`src/core/tprs_pkg.sv`:
```
package tprs_pkg;

    // mode setting codes
    localparam logic [2:0] MODE_DISABLED = 3'h0;
    localparam logic [2:0] MODE_OFF      = 3'h1;
    localparam logic [2:0] MODE_ONE_SHOT = 3'h3;
    localparam logic [2:0] MODE_TWO_SHOT = 3'h6;

    // setting field, timer and prescaler widths
    localparam int unsigned SET_W    = 8;
    localparam int unsigned DWELL_W  = 5;
    localparam int unsigned TIMER_W  = 16;
    localparam int unsigned PRESC_W  = 24;

    // timing base: one timer unit is 10 ms
    localparam int unsigned CLK_PERIOD_NS = 10;
    localparam int unsigned UNIT_TIME_NS  = 10000000;
    localparam int unsigned UNIT_CYCLES   = UNIT_TIME_NS / CLK_PERIOD_NS;

    // setting scale factors in timer units
    localparam logic [TIMER_W-1:0] UNITS_PER_CS = 16'h0001;
    localparam logic [TIMER_W-1:0] UNITS_PER_DS = 16'h000A;
    localparam logic [TIMER_W-1:0] UNITS_PER_S  = 16'h0064;

    // sequencer states
    typedef enum logic [2:0] {
        TPRS_IDLE,
        TPRS_DELAY,
        TPRS_HOLD,
        TPRS_CLOSE,
        TPRS_RECLAIM,
        TPRS_LOCKOUT
    } tprs_state_t;

endpackage : tprs_pkg

```
`src/core/tprs_timer.sv`:
```
`timescale 1ns/1ns
module tprs_timer
    import tprs_pkg::*;
(
    input  wire logic               sys_clk_i,
    input  wire logic               reset_i,
    input  wire logic               load_i,
    input  wire logic [TIMER_W-1:0] load_value_i,
    input  wire logic               unit_tick_i,
    output logic                    expired_o
);
    import tprs_pkg::*;

    typedef struct packed {
        logic [TIMER_W-1:0] count;
    } tprs_timer_regs_t;

    tprs_timer_regs_t r;
    tprs_timer_regs_t next_r;

    // load wins over counting; stops at zero
    always_comb begin
        next_r = r;
        if (load_i) begin
            next_r.count = load_value_i;
        end else if (unit_tick_i && (r.count != 16'h0000)) begin
            next_r.count = r.count - 16'h0001;
        end
    end

    always_ff @(posedge sys_clk_i) begin
        if (reset_i) begin
            r <= '0;
        end else begin
            r <= next_r;
        end
    end

    // plain count test: gating with load would loop through the sequencer's load decision
    assign expired_o = (r.count == 16'h0000);

endmodule : tprs_timer

```
`src/core/tprs_core.sv`:
```
`timescale 1ns/1ns
module tprs_core
    import tprs_pkg::*;
#(
    parameter int unsigned UNIT_TICK_CYCLES = UNIT_CYCLES
) (
    input  wire logic               sys_clk_i,
    input  wire logic               reset_i,
    input  wire logic [2:0]         reclose_mode_select_i,
    input  wire logic [SET_W-1:0]   first_attempt_delay_i,
    input  wire logic [SET_W-1:0]   second_attempt_delay_i,
    input  wire logic               hold_enable_i,
    input  wire logic [SET_W-1:0]   inhibit_wait_limit_i,
    input  wire logic [DWELL_W-1:0] close_pulse_duration_i,
    input  wire logic [SET_W-1:0]   reclaim_interval_i,
    input  wire logic               trip_i,
    input  wire logic               inhibit_contact_input_i,
    input  wire logic               lockout_clear_i,
    output logic                    close_breaker_o,
    output logic                    zone_one_reach_reset_out_o,
    output logic                    lockout_o,
    output logic                    in_progress_o,
    output logic                    second_attempt_o
);
    import tprs_pkg::*;

    // every register of the sequencer except the timer count, which sits in tprs_timer, in one word
    typedef struct packed {
        tprs_state_t        state;
        logic               second;
        logic               close;
        logic               zone_one_reach_reset_out;
        logic               lockout;
        logic [PRESC_W-1:0] presc;
        logic               unit_tick;
        logic               trip_meta;
        logic               trip_sync;
        logic               trip_prev;
        logic               inh_meta;
        logic               inh_sync;
        logic               clr_meta;
        logic               clr_sync;
    } tprs_core_regs_t;

    // state word, its next value and the shared timer handshake
    tprs_core_regs_t    r;
    tprs_core_regs_t    next_r;
    logic               timer_load;
    logic [TIMER_W-1:0] timer_value;
    logic               timer_expired;

    // setting value times its unit, in 10 ms timer units
    function automatic logic [TIMER_W-1:0] to_units(input logic [SET_W-1:0] v,
                                                    input logic [TIMER_W-1:0] k);
        to_units = TIMER_W'(v) * k;
    endfunction : to_units

    // modes that run a reclose sequence
    function automatic logic mode_enabled(input logic [2:0] m);
        mode_enabled = (m == MODE_ONE_SHOT) || (m == MODE_TWO_SHOT);
    endfunction : mode_enabled

    // mode that grants a second attempt
    function automatic logic mode_two_shot(input logic [2:0] m);
        mode_two_shot = (m == MODE_TWO_SHOT);
    endfunction : mode_two_shot

    // shared down counter for every delay of the sequence
    tprs_timer u_timer (
        .sys_clk_i    (sys_clk_i),
        .reset_i      (reset_i),
        .load_i       (timer_load),
        .load_value_i (timer_value),
        .unit_tick_i  (r.unit_tick),
        .expired_o    (timer_expired)
    );

    // sequencer, synchronisers and 10 ms prescaler
    always_comb begin
        logic enabled;
        logic trip_edge;
        enabled     = 1'b0;
        trip_edge   = 1'b0;
        next_r      = r;
        timer_load  = 1'b0;
        timer_value = '0;

        // two-stage synchronisers for pins
        next_r.trip_meta = trip_i;
        next_r.trip_sync = r.trip_meta;
        next_r.trip_prev = r.trip_sync;
        next_r.inh_meta  = inhibit_contact_input_i;
        next_r.inh_sync  = r.inh_meta;
        next_r.clr_meta  = lockout_clear_i;
        next_r.clr_sync  = r.clr_meta;
        trip_edge        = r.trip_sync && !r.trip_prev;

        // prescaler gives one pulse per timer unit
        if (r.presc == PRESC_W'(UNIT_TICK_CYCLES - 1)) begin
            next_r.presc     = '0;
            next_r.unit_tick = 1'b1;
        end else begin
            next_r.presc     = r.presc + 24'h000001;
            next_r.unit_tick = 1'b0;
        end

        enabled = mode_enabled(reclose_mode_select_i);

        case (r.state)
            TPRS_IDLE: begin
                if (enabled && trip_edge) begin
                    next_r.state  = TPRS_DELAY;
                    next_r.second = 1'b0;
                    timer_load    = 1'b1;
                    timer_value   = to_units(first_attempt_delay_i, UNITS_PER_CS);
                end
            end
            TPRS_DELAY: begin
                if (timer_expired) begin
                    // inhibit sampled right before closing
                    if (!r.inh_sync) begin
                        next_r.state = TPRS_CLOSE;
                        timer_load   = 1'b1;
                        timer_value  = to_units(SET_W'(close_pulse_duration_i),
                                                UNITS_PER_DS);
                    end else if (hold_enable_i) begin
                        next_r.state = TPRS_HOLD;
                        timer_load   = 1'b1;
                        timer_value  = to_units(inhibit_wait_limit_i, UNITS_PER_S);
                    end else begin
                        next_r.state = TPRS_LOCKOUT;
                    end
                end
            end
            TPRS_HOLD: begin
                if (!r.inh_sync) begin
                    next_r.state = TPRS_CLOSE;
                    timer_load   = 1'b1;
                    timer_value  = to_units(SET_W'(close_pulse_duration_i), UNITS_PER_DS);
                end else if (timer_expired) begin
                    next_r.state = TPRS_LOCKOUT;
                end
            end
            TPRS_CLOSE: begin
                if (timer_expired) begin
                    next_r.state = TPRS_RECLAIM;
                    timer_load   = 1'b1;
                    timer_value  = to_units(reclaim_interval_i, UNITS_PER_S);
                end
            end
            TPRS_RECLAIM: begin
                if (trip_edge) begin
                    if (mode_two_shot(reclose_mode_select_i) && !r.second) begin
                        next_r.state  = TPRS_DELAY;
                        next_r.second = 1'b1;
                        timer_load    = 1'b1;
                        timer_value   = to_units(second_attempt_delay_i, UNITS_PER_S);
                    end else begin
                        next_r.state = TPRS_LOCKOUT;
                    end
                end else if (timer_expired) begin
                    next_r.state  = TPRS_IDLE;
                    next_r.second = 1'b0;
                end
            end
            TPRS_LOCKOUT: begin
                if (r.clr_sync) begin
                    next_r.state  = TPRS_IDLE;
                    next_r.second = 1'b0;
                end
            end
            default: begin
                next_r.state = TPRS_IDLE;
            end
        endcase

        // leaving the reclosing modes abandons any sequence
        if (!enabled) begin
            next_r.state  = TPRS_IDLE;
            next_r.second = 1'b0;
        end

        // close and lockout follow the next state so close starts with the state; the zone reset output follows the mode
        next_r.close   = (next_r.state == TPRS_CLOSE);
        next_r.lockout = (next_r.state == TPRS_LOCKOUT);
        next_r.zone_one_reach_reset_out    = (reclose_mode_select_i == MODE_OFF);
    end

    // register the whole state word
    always_ff @(posedge sys_clk_i) begin
        if (reset_i) begin
            r       <= '0;
            r.state <= TPRS_IDLE;
        end else begin
            r <= next_r;
        end
    end

    // outputs straight from registers, except in_progress_o, decoded from state and lockout
    assign close_breaker_o            = r.close;
    assign zone_one_reach_reset_out_o = r.zone_one_reach_reset_out;
    assign lockout_o                  = r.lockout;
    assign in_progress_o              = (r.state != TPRS_IDLE) && !r.lockout;
    assign second_attempt_o           = r.second;

endmodule : tprs_core

```
`config.mk`:
```
export PLATFORM = sky130hd
export DESIGN_NAME = tprs_core
export DESIGN_NICKNAME = d
export VERILOG_FILES = /design/src/core/tprs_pkg.sv /design/src/core/tprs_timer.sv /design/src/core/tprs_core.sv
export SDC_FILE = /design/constraint.sdc
export NUM_CORES = 1
export LEC_CHECK = 0
export BUFFER_PORTS_ARGS = -buffer_cell sky130_fd_sc_hd__buf_4
export CAP_MARGIN = 20
export CORE_ASPECT_RATIO = 0.75
export CORE_UTILIZATION = 35
export DETAILED_ROUTE_END_ITERATION = 8
export GPL_ROUTABILITY_DRIVEN = 1
export PLACE_DENSITY = 0.56
export SYNTH_ARGS = -nofsm -noshare
export SYNTH_HDL_FRONTEND = slang
export SYNTH_SLANG_ARGS = --single-unit
```
`constraint.sdc`:
```
create_clock -name sys_clk_i -period 3.41 [get_ports sys_clk_i]
set_clock_uncertainty 0.2 [all_clocks]
set_input_delay 0.1705 -clock sys_clk_i [delete_from_list [all_inputs] [get_ports sys_clk_i]]
set_output_delay 0.1705 -clock sys_clk_i [all_outputs]
set_load 0.005 [all_outputs]
```
==> summary.md, run 1 <==
## Status
* run status: finished, final reports clean

## Global routing
* layer carrying the most global-route usage: met1
* number of antenna violations at the first check in global routing: 0
* Global Route met3 Usage: 0.02432
* wire length of the first global-routing pass: 21.07 mm
* met2 Usage GRT: 0.2627
* maximum number of pins on one net before global-route repair: 29
* grt ovf: 0
* vias in the first global route: 4282
* GR Layer Usage met1: 0.2647
* All-Layer GR Usage: 0.1745

## Final layout
* # diodes: 0
* # nets final: 800
* post-route standard cell area excluding fillers: 5914 um^2
* fraction of final layout cells with drive strength greater than 1: 0.1089
* number of inserted filler cells in the final layout: 1457
* layout overhead on the synthesized area: 16.00%
* Final Util: 0.4230

## Yosys
* unique cell type count in the Yosys netlist: 60
* warning count from the yosys run: 0
* cell with the most instances after synthesis: sky130_fd_sc_hd__ha_1
* proportion of synthesized chip area in sequential cells: 0.2160
* synthesized net count: 749
* number of flops mapped to enable cells by yosys: 0
* top post-synthesis cells by count: sky130_fd_sc_hd__ha_1 (93), sky130_fd_sc_hd__dfxtp_1 (55), sky130_fd_sc_hd__nor2_1 (52), sky130_fd_sc_hd__inv_1 (47), sky130_fd_sc_hd__nand2_1 (30)
* Netlist Area Pre-Place: 5099 um^2
* portion of synthesized cell area occupied by the leading cell type: 0.2282
* cell type with the highest aggregate area in the netlist: sky130_fd_sc_hd__ha_1
* dominant register cell in the synthesized netlist: sky130_fd_sc_hd__dfxtp_1
* cell types with the largest area share after synthesis: sky130_fd_sc_hd__ha_1 (23%), sky130_fd_sc_hd__dfxtp_1 (22%), sky130_fd_sc_hd__xnor2_1 (4.8%), sky130_fd_sc_hd__fa_1 (3.9%), sky130_fd_sc_hd__nor2_1 (3.8%)
* instance count of the mapped netlist: 600
* async set-reset flop share out of synthesis: 0
* Syn Area/Cell: 8.498 um^2
* post-synthesis register bit count: 55

## Min path
* class of the tightest hold or removal check: in2reg
* hold wc startpoint: reclaim_interval_i[1]
* Worst Hold End: u_timer.r[3]
* cell depth of the worst min-delay path: 3

## Placed design
* area of placed instances: 5679 um^2
* count of buffers from port buffering: 50
* weighted congestion reported at the end of routability-driven placement: 0.8902
* sum of net half-perimeters after detailed placement: 10.30 mm
* Post-Place Setup Slack: 0.09431 ns

## Worst setup path
* signal arrival time at the worst endpoint: 3.00 ns
* highest-delay cell along the critical path: sky130_fd_sc_hd__fa_1
* CP dominant cell by count: sky130_fd_sc_hd__ha_1
* type of the worst setup path: in2reg
* worst reg-to-reg setup slack: 0.55 ns
* RR Endpoint: u_timer.r[6]
* Crit. End Element: flop
* ordered cell list for the critical path: buf_4 > ha_1 > ha_1 > inv_1 > fa_1 > inv_1 > ha_1 > o21ai_0 > a21oi_1 > o211a_1 > or3_1 > a32oi_1 > a31oi_1
* start of the worst register-to-register path: u_timer.r[7]
* Buffers & Inverters on Critical Path: 3
* highest cell delay on the worst timing path: 0.49 ns
* crit path max fanout: 4
* Worst Setup Start Kind: input pin
* Worst Path Required: 3.38 ns
* logic depth of the worst register-to-register path: 6
* cell class contributing the biggest share of worst-path delay: adder cells

## STA
* final count of negative-setup-slack endpoints: 0
* pin slew with the least headroom to its limit: 0.8055 ns
* unrepaired setup endpoints after global routing: false
* share of the cycle needed by the critical path after routing: 0.8888
* final worst setup slack: 0.3792 ns
* Setup TNS Final: 0 ns
* Slew HR: 0.4581
* number of max-slew violations in the final report: 0
* Achievable Freq: 0.3300 GHz
* count of final hold-check violations: 0
* post-layout minimum cycle time: 3.031 ns

## Power
* combinational fraction of design power: 0.378
* largest vdd supply drop: 236.7 uV
* sw frac: 0.3332
* Switch Pwr: 0.6368 mW
* leakage power summed over all cells: 2.605 nW
* Power Internal: 1.274 mW
* portion of total power attributed to sequential cells: 0.346
* total power density per cell area: 323.2 nW/um^2
* relative contribution of the clock network to total power: 0.276

## Floorplan
* die area: 15060 um^2
* Initial Utilization: 0.3647
* I/O pins: 51
* Floorplan Core Area: 13980 um^2
* Die W: 141.4 um
* die outline height: 106.5 um
* number of cell rows: 37

## Drt
* total number of vias: 4485
* remaining antenna violation count: 0
* violation count after the first detailed-route iteration: 319
* WL per Instance: 15.13 um
* DRC errors left: 0
* number of detailed-routing iterations run before antenna repair: 5
* total wire length after detailed routing: 12.82 mm
* vias per cell: 5.295

## Clock tree
* clock latency on the worst-skew pair: 0.29 ns
* H-tree Lvls: 2
* Setup Buffers After CTS: 0
* number of clock buffers inserted by TritonCTS: 5
* post-cts resize count: 0
* CTS clk-pin slew, worst paths: 0.07 ns
* Clock Root Buffer: sky130_fd_sc_hd__clkbuf_16
* CTS sink cnt: 55
* TritonCTS clock tree: yes
* number of buffers between clock root and the deepest sink: 2

## Flow run
* max-cap violation count: 0

[worst reg2reg max path, cell delays in order, from the launching register on]
cell and delay, ns:
sky130_fd_sc_hd__dfxtp_1 0.39, sky130_fd_sc_hd__nor4_4 0.48, sky130_fd_sc_hd__nand4_2 0.21, sky130_fd_sc_hd__or4_1 0.52
sky130_fd_sc_hd__and4b_1 0.44, sky130_fd_sc_hd__a222oi_1 0.39, sky130_fd_sc_hd__a21oi_1 0.10
[what timing repair did]
action                                 in CTS  in global routing
endpoints found under the hold margin       7                  0
hold buffers                                8                  0
setup endpoints to repair                   0                  0
[cell type report]
cell class / instances / area (um^2) / share of cell area
clock buffer: 6 / 138.9 / 0.02348
clock inverter: 2 / 16.27 / 0.002750
inverter: 47 / 176.4 / 0.02983
multi-input combinational: 479 / 3745 / 0.6332
sequential: 55 / 1101 / 0.1862
tap: 195 / 244.0 / 0.04125
timing repair buffer: 63 / 493.0 / 0.08335
[flip-flops by register name, summed over array words and instances (netlist names)]
register,flops
close_breaker_o,1
r,31
u_timer.r,16
zone_one_reach_reset_out_o,1
next_r,4
second_attempt_o,1
lockout_o,1
[layer usage]
layer  up-vias  share of wire
met5         -              0
met4         0         0.0077
met3         6          0.053
met2       145           0.40
met1      2058           0.54
li1       2276              -
[kinds of logic after synthesis]
logic type               count (synthesis)  share of synthesized area
AO/OA/AOI/OAI                          130                     0.1698
XOR/XNOR                                49                    0.08417
adder cells (fa/ha/maj)                103                     0.2675
AND/OR/NAND/NOR                        196                     0.2101
buffers and inverters                   66                    0.05055
multiplexers                             1                   0.001963
flip-flops                              55                     0.2160
[power by group through the flow]
stage               logic [mW]  clock network, mW  registers (mW)
floorplan                0.506                  0           0.673
global placement         0.696                  0           0.675
detailed placement       0.708                  0           0.675
CTS                      0.723              0.545           0.660
global route             0.815              0.574           0.662
finish                   0.723              0.528           0.661
[cells in the final DEF (no fill, tap or decap), types with 9 or more instances in the layout]
| master | instances |
|---|---|
| sky130_fd_sc_hd__nand2_1 | 30 |
| sky130_fd_sc_hd__a21oi_1 | 28 |
| sky130_fd_sc_hd__or3_1 | 16 |
| sky130_fd_sc_hd__nor2b_1 | 10 |
| sky130_fd_sc_hd__xor2_1 | 21 |
| sky130_fd_sc_hd__a22oi_1 | 9 |
| sky130_fd_sc_hd__o21ai_0 | 25 |
| sky130_fd_sc_hd__fa_1 | 10 |
| sky130_fd_sc_hd__inv_1 | 47 |
| sky130_fd_sc_hd__a31oi_1 | 10 |
| sky130_fd_sc_hd__ha_1 | 93 |
| sky130_fd_sc_hd__nand3_1 | 14 |
| sky130_fd_sc_hd__nor2_1 | 52 |
| sky130_fd_sc_hd__nor3_1 | 19 |
| sky130_fd_sc_hd__xnor2_1 | 28 |
| sky130_fd_sc_hd__buf_4 | 55 |
| sky130_fd_sc_hd__a211oi_1 | 10 |
| sky130_fd_sc_hd__dfxtp_1 | 55 |
[worst max-delay path by stage]
stage	depth (start not counted)	start	to
final	13	inhibit_wait_limit_i[3]	u_timer.r[14]
after global routing	13	inhibit_wait_limit_i[3]	u_timer.r[14]
after CTS	13	inhibit_wait_limit_i[3]	u_timer.r[14]
after detailed placement	13	inhibit_wait_limit_i[3]	u_timer.r[14]
after global placement	13	inhibit_wait_limit_i[3]	u_timer.r[14]
after floorplan	12	inhibit_wait_limit_i[3]	u_timer.r[14]
[through the flow]
stage	power, mW	std cells	hold slack (ns)
after floorplan	1.179	600	0.04724
after global placement	1.371	831	0.1618
after detailed placement	1.383	831	0.1667
after CTS	1.928	847	0.01555
after global routing	2.050	847	0.02846
final	1.911	847	0.02591
No activity file was read; power rests on OpenSTA's default activity.
==> run 2, diff against run 1 <==
--- a/config.mk
+++ b/config.mk
@@ -12,6 +12,8 @@
 export DETAILED_ROUTE_END_ITERATION = 8
 export GPL_ROUTABILITY_DRIVEN = 1
 export PLACE_DENSITY = 0.56
+export REMOVE_ABC_BUFFERS = 1
 export SYNTH_ARGS = -nofsm -noshare
 export SYNTH_HDL_FRONTEND = slang
+export SYNTH_HIERARCHICAL = 1
 export SYNTH_SLANG_ARGS = --single-unit
==> run 2 against run 1 <==
Effect of this change: core utilization grew 0.98 points; wire length shrank 4.2%; global-route usage shrank 0.53 points; area after synthesis grew 0.56%; flip-flop and latch count is the same; maximum frequency shrank 8.1%; final cell count grew 1.7%; worst hold slack gained 0.036 ns; worst setup slack lost 0.27 ns; cell area grew 2.7%; largest cell class unchanged; highest routed layer unchanged.
==> summary.md, run 2 <==
## Yosys
* Netlist Area Pre-Place: 5127 um^2
* portion of synthesized cell area occupied by the leading cell type: 0.2294
* cell types with the largest area share after synthesis: sky130_fd_sc_hd__ha_1 (23%), sky130_fd_sc_hd__dfxtp_1 (21%), sky130_fd_sc_hd__xnor2_1 (4.8%), sky130_fd_sc_hd__nor2_1 (4.6%), sky130_fd_sc_hd__fa_1 (3.9%)
* instance count of the mapped netlist: 587
* post-synthesis register bit count: 55
* cell type with the highest aggregate area in the netlist: sky130_fd_sc_hd__ha_1
* unique cell type count in the Yosys netlist: 71
* Syn Area/Cell: 8.735 um^2
* dominant register cell in the synthesized netlist: sky130_fd_sc_hd__dfxtp_1
* warning count from the yosys run: 6
* proportion of synthesized chip area in sequential cells: 0.2147
* number of flops mapped to enable cells by yosys: 0
* cell with the most instances after synthesis: sky130_fd_sc_hd__ha_1
* top post-synthesis cells by count: sky130_fd_sc_hd__ha_1 (94), sky130_fd_sc_hd__nor2_1 (63), sky130_fd_sc_hd__dfxtp_1 (55), sky130_fd_sc_hd__inv_1 (37), sky130_fd_sc_hd__nand2_1 (34)
* async set-reset flop share out of synthesis: 0

## Worst setup path
* launch point of the worst path: inhibit_wait_limit_i[3]
* signal arrival time at the worst endpoint: 3.27 ns
* cell class contributing the biggest share of worst-path delay: adder cells
* CP Depth: 15
* Buffers & Inverters on Critical Path: 3
* logic depth of the worst register-to-register path: 8
* Crit. End Element: flop
* ordered cell list for the critical path: buf_4 > ha_1 > ha_1 > inv_1 > fa_1 > inv_1 > ha_4 > and3_1 > a221o_1 > o41ai_2 > xor2_1 > nor2_1 > a221o_1 > o21bai_1 > a21oi_1
* type of the worst setup path: in2reg
* critical path endpoint: u_timer/r[13]
* start of the worst register-to-register path: u_timer/r[10]
* highest cell delay on the worst timing path: 0.49 ns
* crit path max fanout: 4
* highest-delay cell along the critical path: sky130_fd_sc_hd__fa_1
* worst reg-to-reg setup slack: 0.37 ns
* Worst Setup Start Kind: input pin
* RR Endpoint: u_timer/r[10]
* Worst Path Required: 3.38 ns

## Global routing
* vias in the first global route: 4226
* number of antenna violations at the first check in global routing: 0
* grt ovf: 0
* maximum number of pins on one net before global-route repair: 30
* wire length of the first global-routing pass: 20.68 mm
* All-Layer GR Usage: 0.1693

## Final layout
* most common cell after layout, fill and taps aside: sky130_fd_sc_hd__ha_1
* Final Util: 0.4329
* register containing the most flip-flops in the final layout: r
* most frequent cells in the layout: sky130_fd_sc_hd__ha_1 (92), sky130_fd_sc_hd__buf_4 (81), sky130_fd_sc_hd__nor2_1 (63), sky130_fd_sc_hd__dfxtp_1 (55), sky130_fd_sc_hd__inv_1 (37)
* # nets final: 815
* fraction of final layout cells with drive strength greater than 1: 0.1667
* number of flip-flops under the largest register name: 31
* layout overhead on the synthesized area: 18.42%
* post-route standard cell area excluding fillers: 6072 um^2
* # diodes: 0

## Power
* relative contribution of the clock network to total power: 0.257
* combinational fraction of design power: 0.402
* Power Internal: 1.309 mW
* leakage power summed over all cells: 2.764 nW
* sw frac: 0.3237
* Final Total Pwr: 1.936 mW
* Switch Pwr: 0.6267 mW
* largest vdd supply drop: 283.3 uV
* portion of total power attributed to sequential cells: 0.342
* total power density per cell area: 318.8 nW/um^2

## Clock tree
* Setup Buffers After CTS: 0
* Clock Root Buffer: sky130_fd_sc_hd__clkbuf_16
* H-tree Lvls: 2
* CTS sink cnt: 55
* number of clock buffers inserted by TritonCTS: 5
* CTS clk-pin slew, worst paths: 0.07 ns
* TritonCTS clock tree: yes
* clock latency on the worst-skew pair: 0.29 ns
* number of buffers between clock root and the deepest sink: 2

## Drt
* number of detailed-routing iterations run before antenna repair: 7
* total number of vias: 4436
* violation count after the first detailed-route iteration: 244
* DRC errors left: 0
* remaining antenna violation count: 0
* WL per Instance: 14.26 um
* total wire length after detailed routing: 12.28 mm
* vias per cell: 5.152

## Placed design
* Post-Place Setup Slack: -0.1680 ns
* sum of net half-perimeters after detailed placement: 10.05 mm
* weighted congestion reported at the end of routability-driven placement: 0.8554
* count of buffers from port buffering: 50
* area of placed instances: 5857 um^2

## Floorplan
* I/O pins: 51
* Initial Utilization: 0.3655
* Floorplan Core Area: 14030 um^2
* number of cell rows: 37
* die area: 15140 um^2
* die outline height: 106.8 um
* Die W: 141.8 um

## STA
* post-layout minimum cycle time: 3.298 ns
* pin slew with the least headroom to its limit: 0.8111 ns
* Achievable Freq: 0.3032 GHz
* unrepaired setup endpoints after global routing: false
* share of the cycle needed by the critical path after routing: 0.9671
* count of final hold-check violations: 0
* final worst setup slack: 0.1120 ns
* number of max-slew violations in the final report: 0
* hold slack final: 0.06144 ns
* final count of negative-setup-slack endpoints: 0
* Slew HR: 0.4593

## Flow run
* max-cap violation count: 0

## Min path
* class of the tightest hold or removal check: in2reg

## Status
* run status: finished, final reports clean

## run 2: cell count changes in the layout (fill, tap and decap cells not counted), sizes merged, moves of 5 or more
cell | before | now
a22oi | 10 | 4
nor4 | 10 | 5
a21oi | 28 | 20
nor2b | 10 | 17
nor2 | 52 | 64
or3 | 16 | 10
a221o | 0 | 8
and3 | 5 | 13
a31oi | 10 | 3
a22o | 6 | 1
inv | 47 | 37
buf | 55 | 81
o21ai | 25 | 19
## run 2: logic make-up (layout without fill, tap and decap cells)
group           after synthesis  in the layout  synth area share
other cells                   1              1         0.0007314
compound gates              102            102            0.1462
mux                           2              2          0.003904
flops                        55             55            0.2147
xor+xnor                     49             49           0.08370
simple gates                221            221            0.2306
buf+inv                      53            132           0.05173
fa+ha+maj                   104            104            0.2684
## run 2: layout make-up
| cell class | count | area (um^2) |
|---|---|---|
| Clock buffer | 5 | 125.1 |
| Clock inverter | 3 | 15.01 |
| Fill cell | 1394 | 7955 |
| Inverter | 38 | 142.6 |
| Multi-Input combinational cell | 479 | 3786 |
| Sequential cell | 55 | 1101 |
| Tap cell | 195 | 244.0 |
| Timing Repair Buffer | 86 | 658.1 |
## run 2: worst reg2reg max path: stages, from the launching register on
cell,delay [ns]
sky130_fd_sc_hd__dfxtp_1,0.34
sky130_fd_sc_hd__or4_1,0.58
sky130_fd_sc_hd__and4bb_2,0.47
sky130_fd_sc_hd__nand2b_1,0.18
sky130_fd_sc_hd__or2_2,0.38
sky130_fd_sc_hd__a211oi_1,0.38
sky130_fd_sc_hd__a211o_1,0.17
sky130_fd_sc_hd__nor2_1,0.04
sky130_fd_sc_hd__a211oi_1,0.21
## run 2: stage by stage
step,setup TNS (ns),std cells
after floorplan,0,572
after global placement,-0.2051,848
after detailed placement,-0.4635,848
after CTS,0,861
after global routing,0,861
final,0,861
## run 2: worst min-delay path by stage
| stage | start | end | slack, ns | cells past startpoint |
|---|---|---|---|---|
| 6_report | reset_i | r[0] | 0.06 | 2 |
| 5_1_grt | reset_i | r[37] | 0.06 | 2 |
| 4_1_cts | reset_i | r[0] | 0.05 | 2 |
| 3_5_place_dp | reclose_mode_select_i[2] | zone_one_reach_reset_out_o | 0.18 | 2 |
| 3_3_place_gp | reclose_mode_select_i[2] | zone_one_reach_reset_out_o | 0.18 | 2 |
| 2_1_floorplan | reset_i | u_timer/r[1] | 0.04 | 1 |
## run 2: per-layer routing
metal	up-vias	global-route usage	share of wire
li1	2269	-	-
met1	2081	0.2504	0.53
met2	80	0.2593	0.42
met3	6	0.03305	0.047
met4	0	0.01767	0.0055
met5	-	0	0
## run 2: power by group through the flow
stage,Combinational (mW),Sequential [mW],Clock [mW]
after CTS,0.762,0.661,0.513
after floorplan,0.475,0.674,0
after global placement,0.736,0.676,0
final,0.778,0.661,0.497
after detailed placement,0.750,0.676,0
after global routing,0.885,0.663,0.538
## run 2: repair_timing
| item | CTS | global route |
|---|---|---|
| resized for setup | 0 | 3 |
| setup endpoints to repair | 0 | 3 |
| hold buffers | 5 | 0 |
| hold endpoints to repair | 4 | 0 |
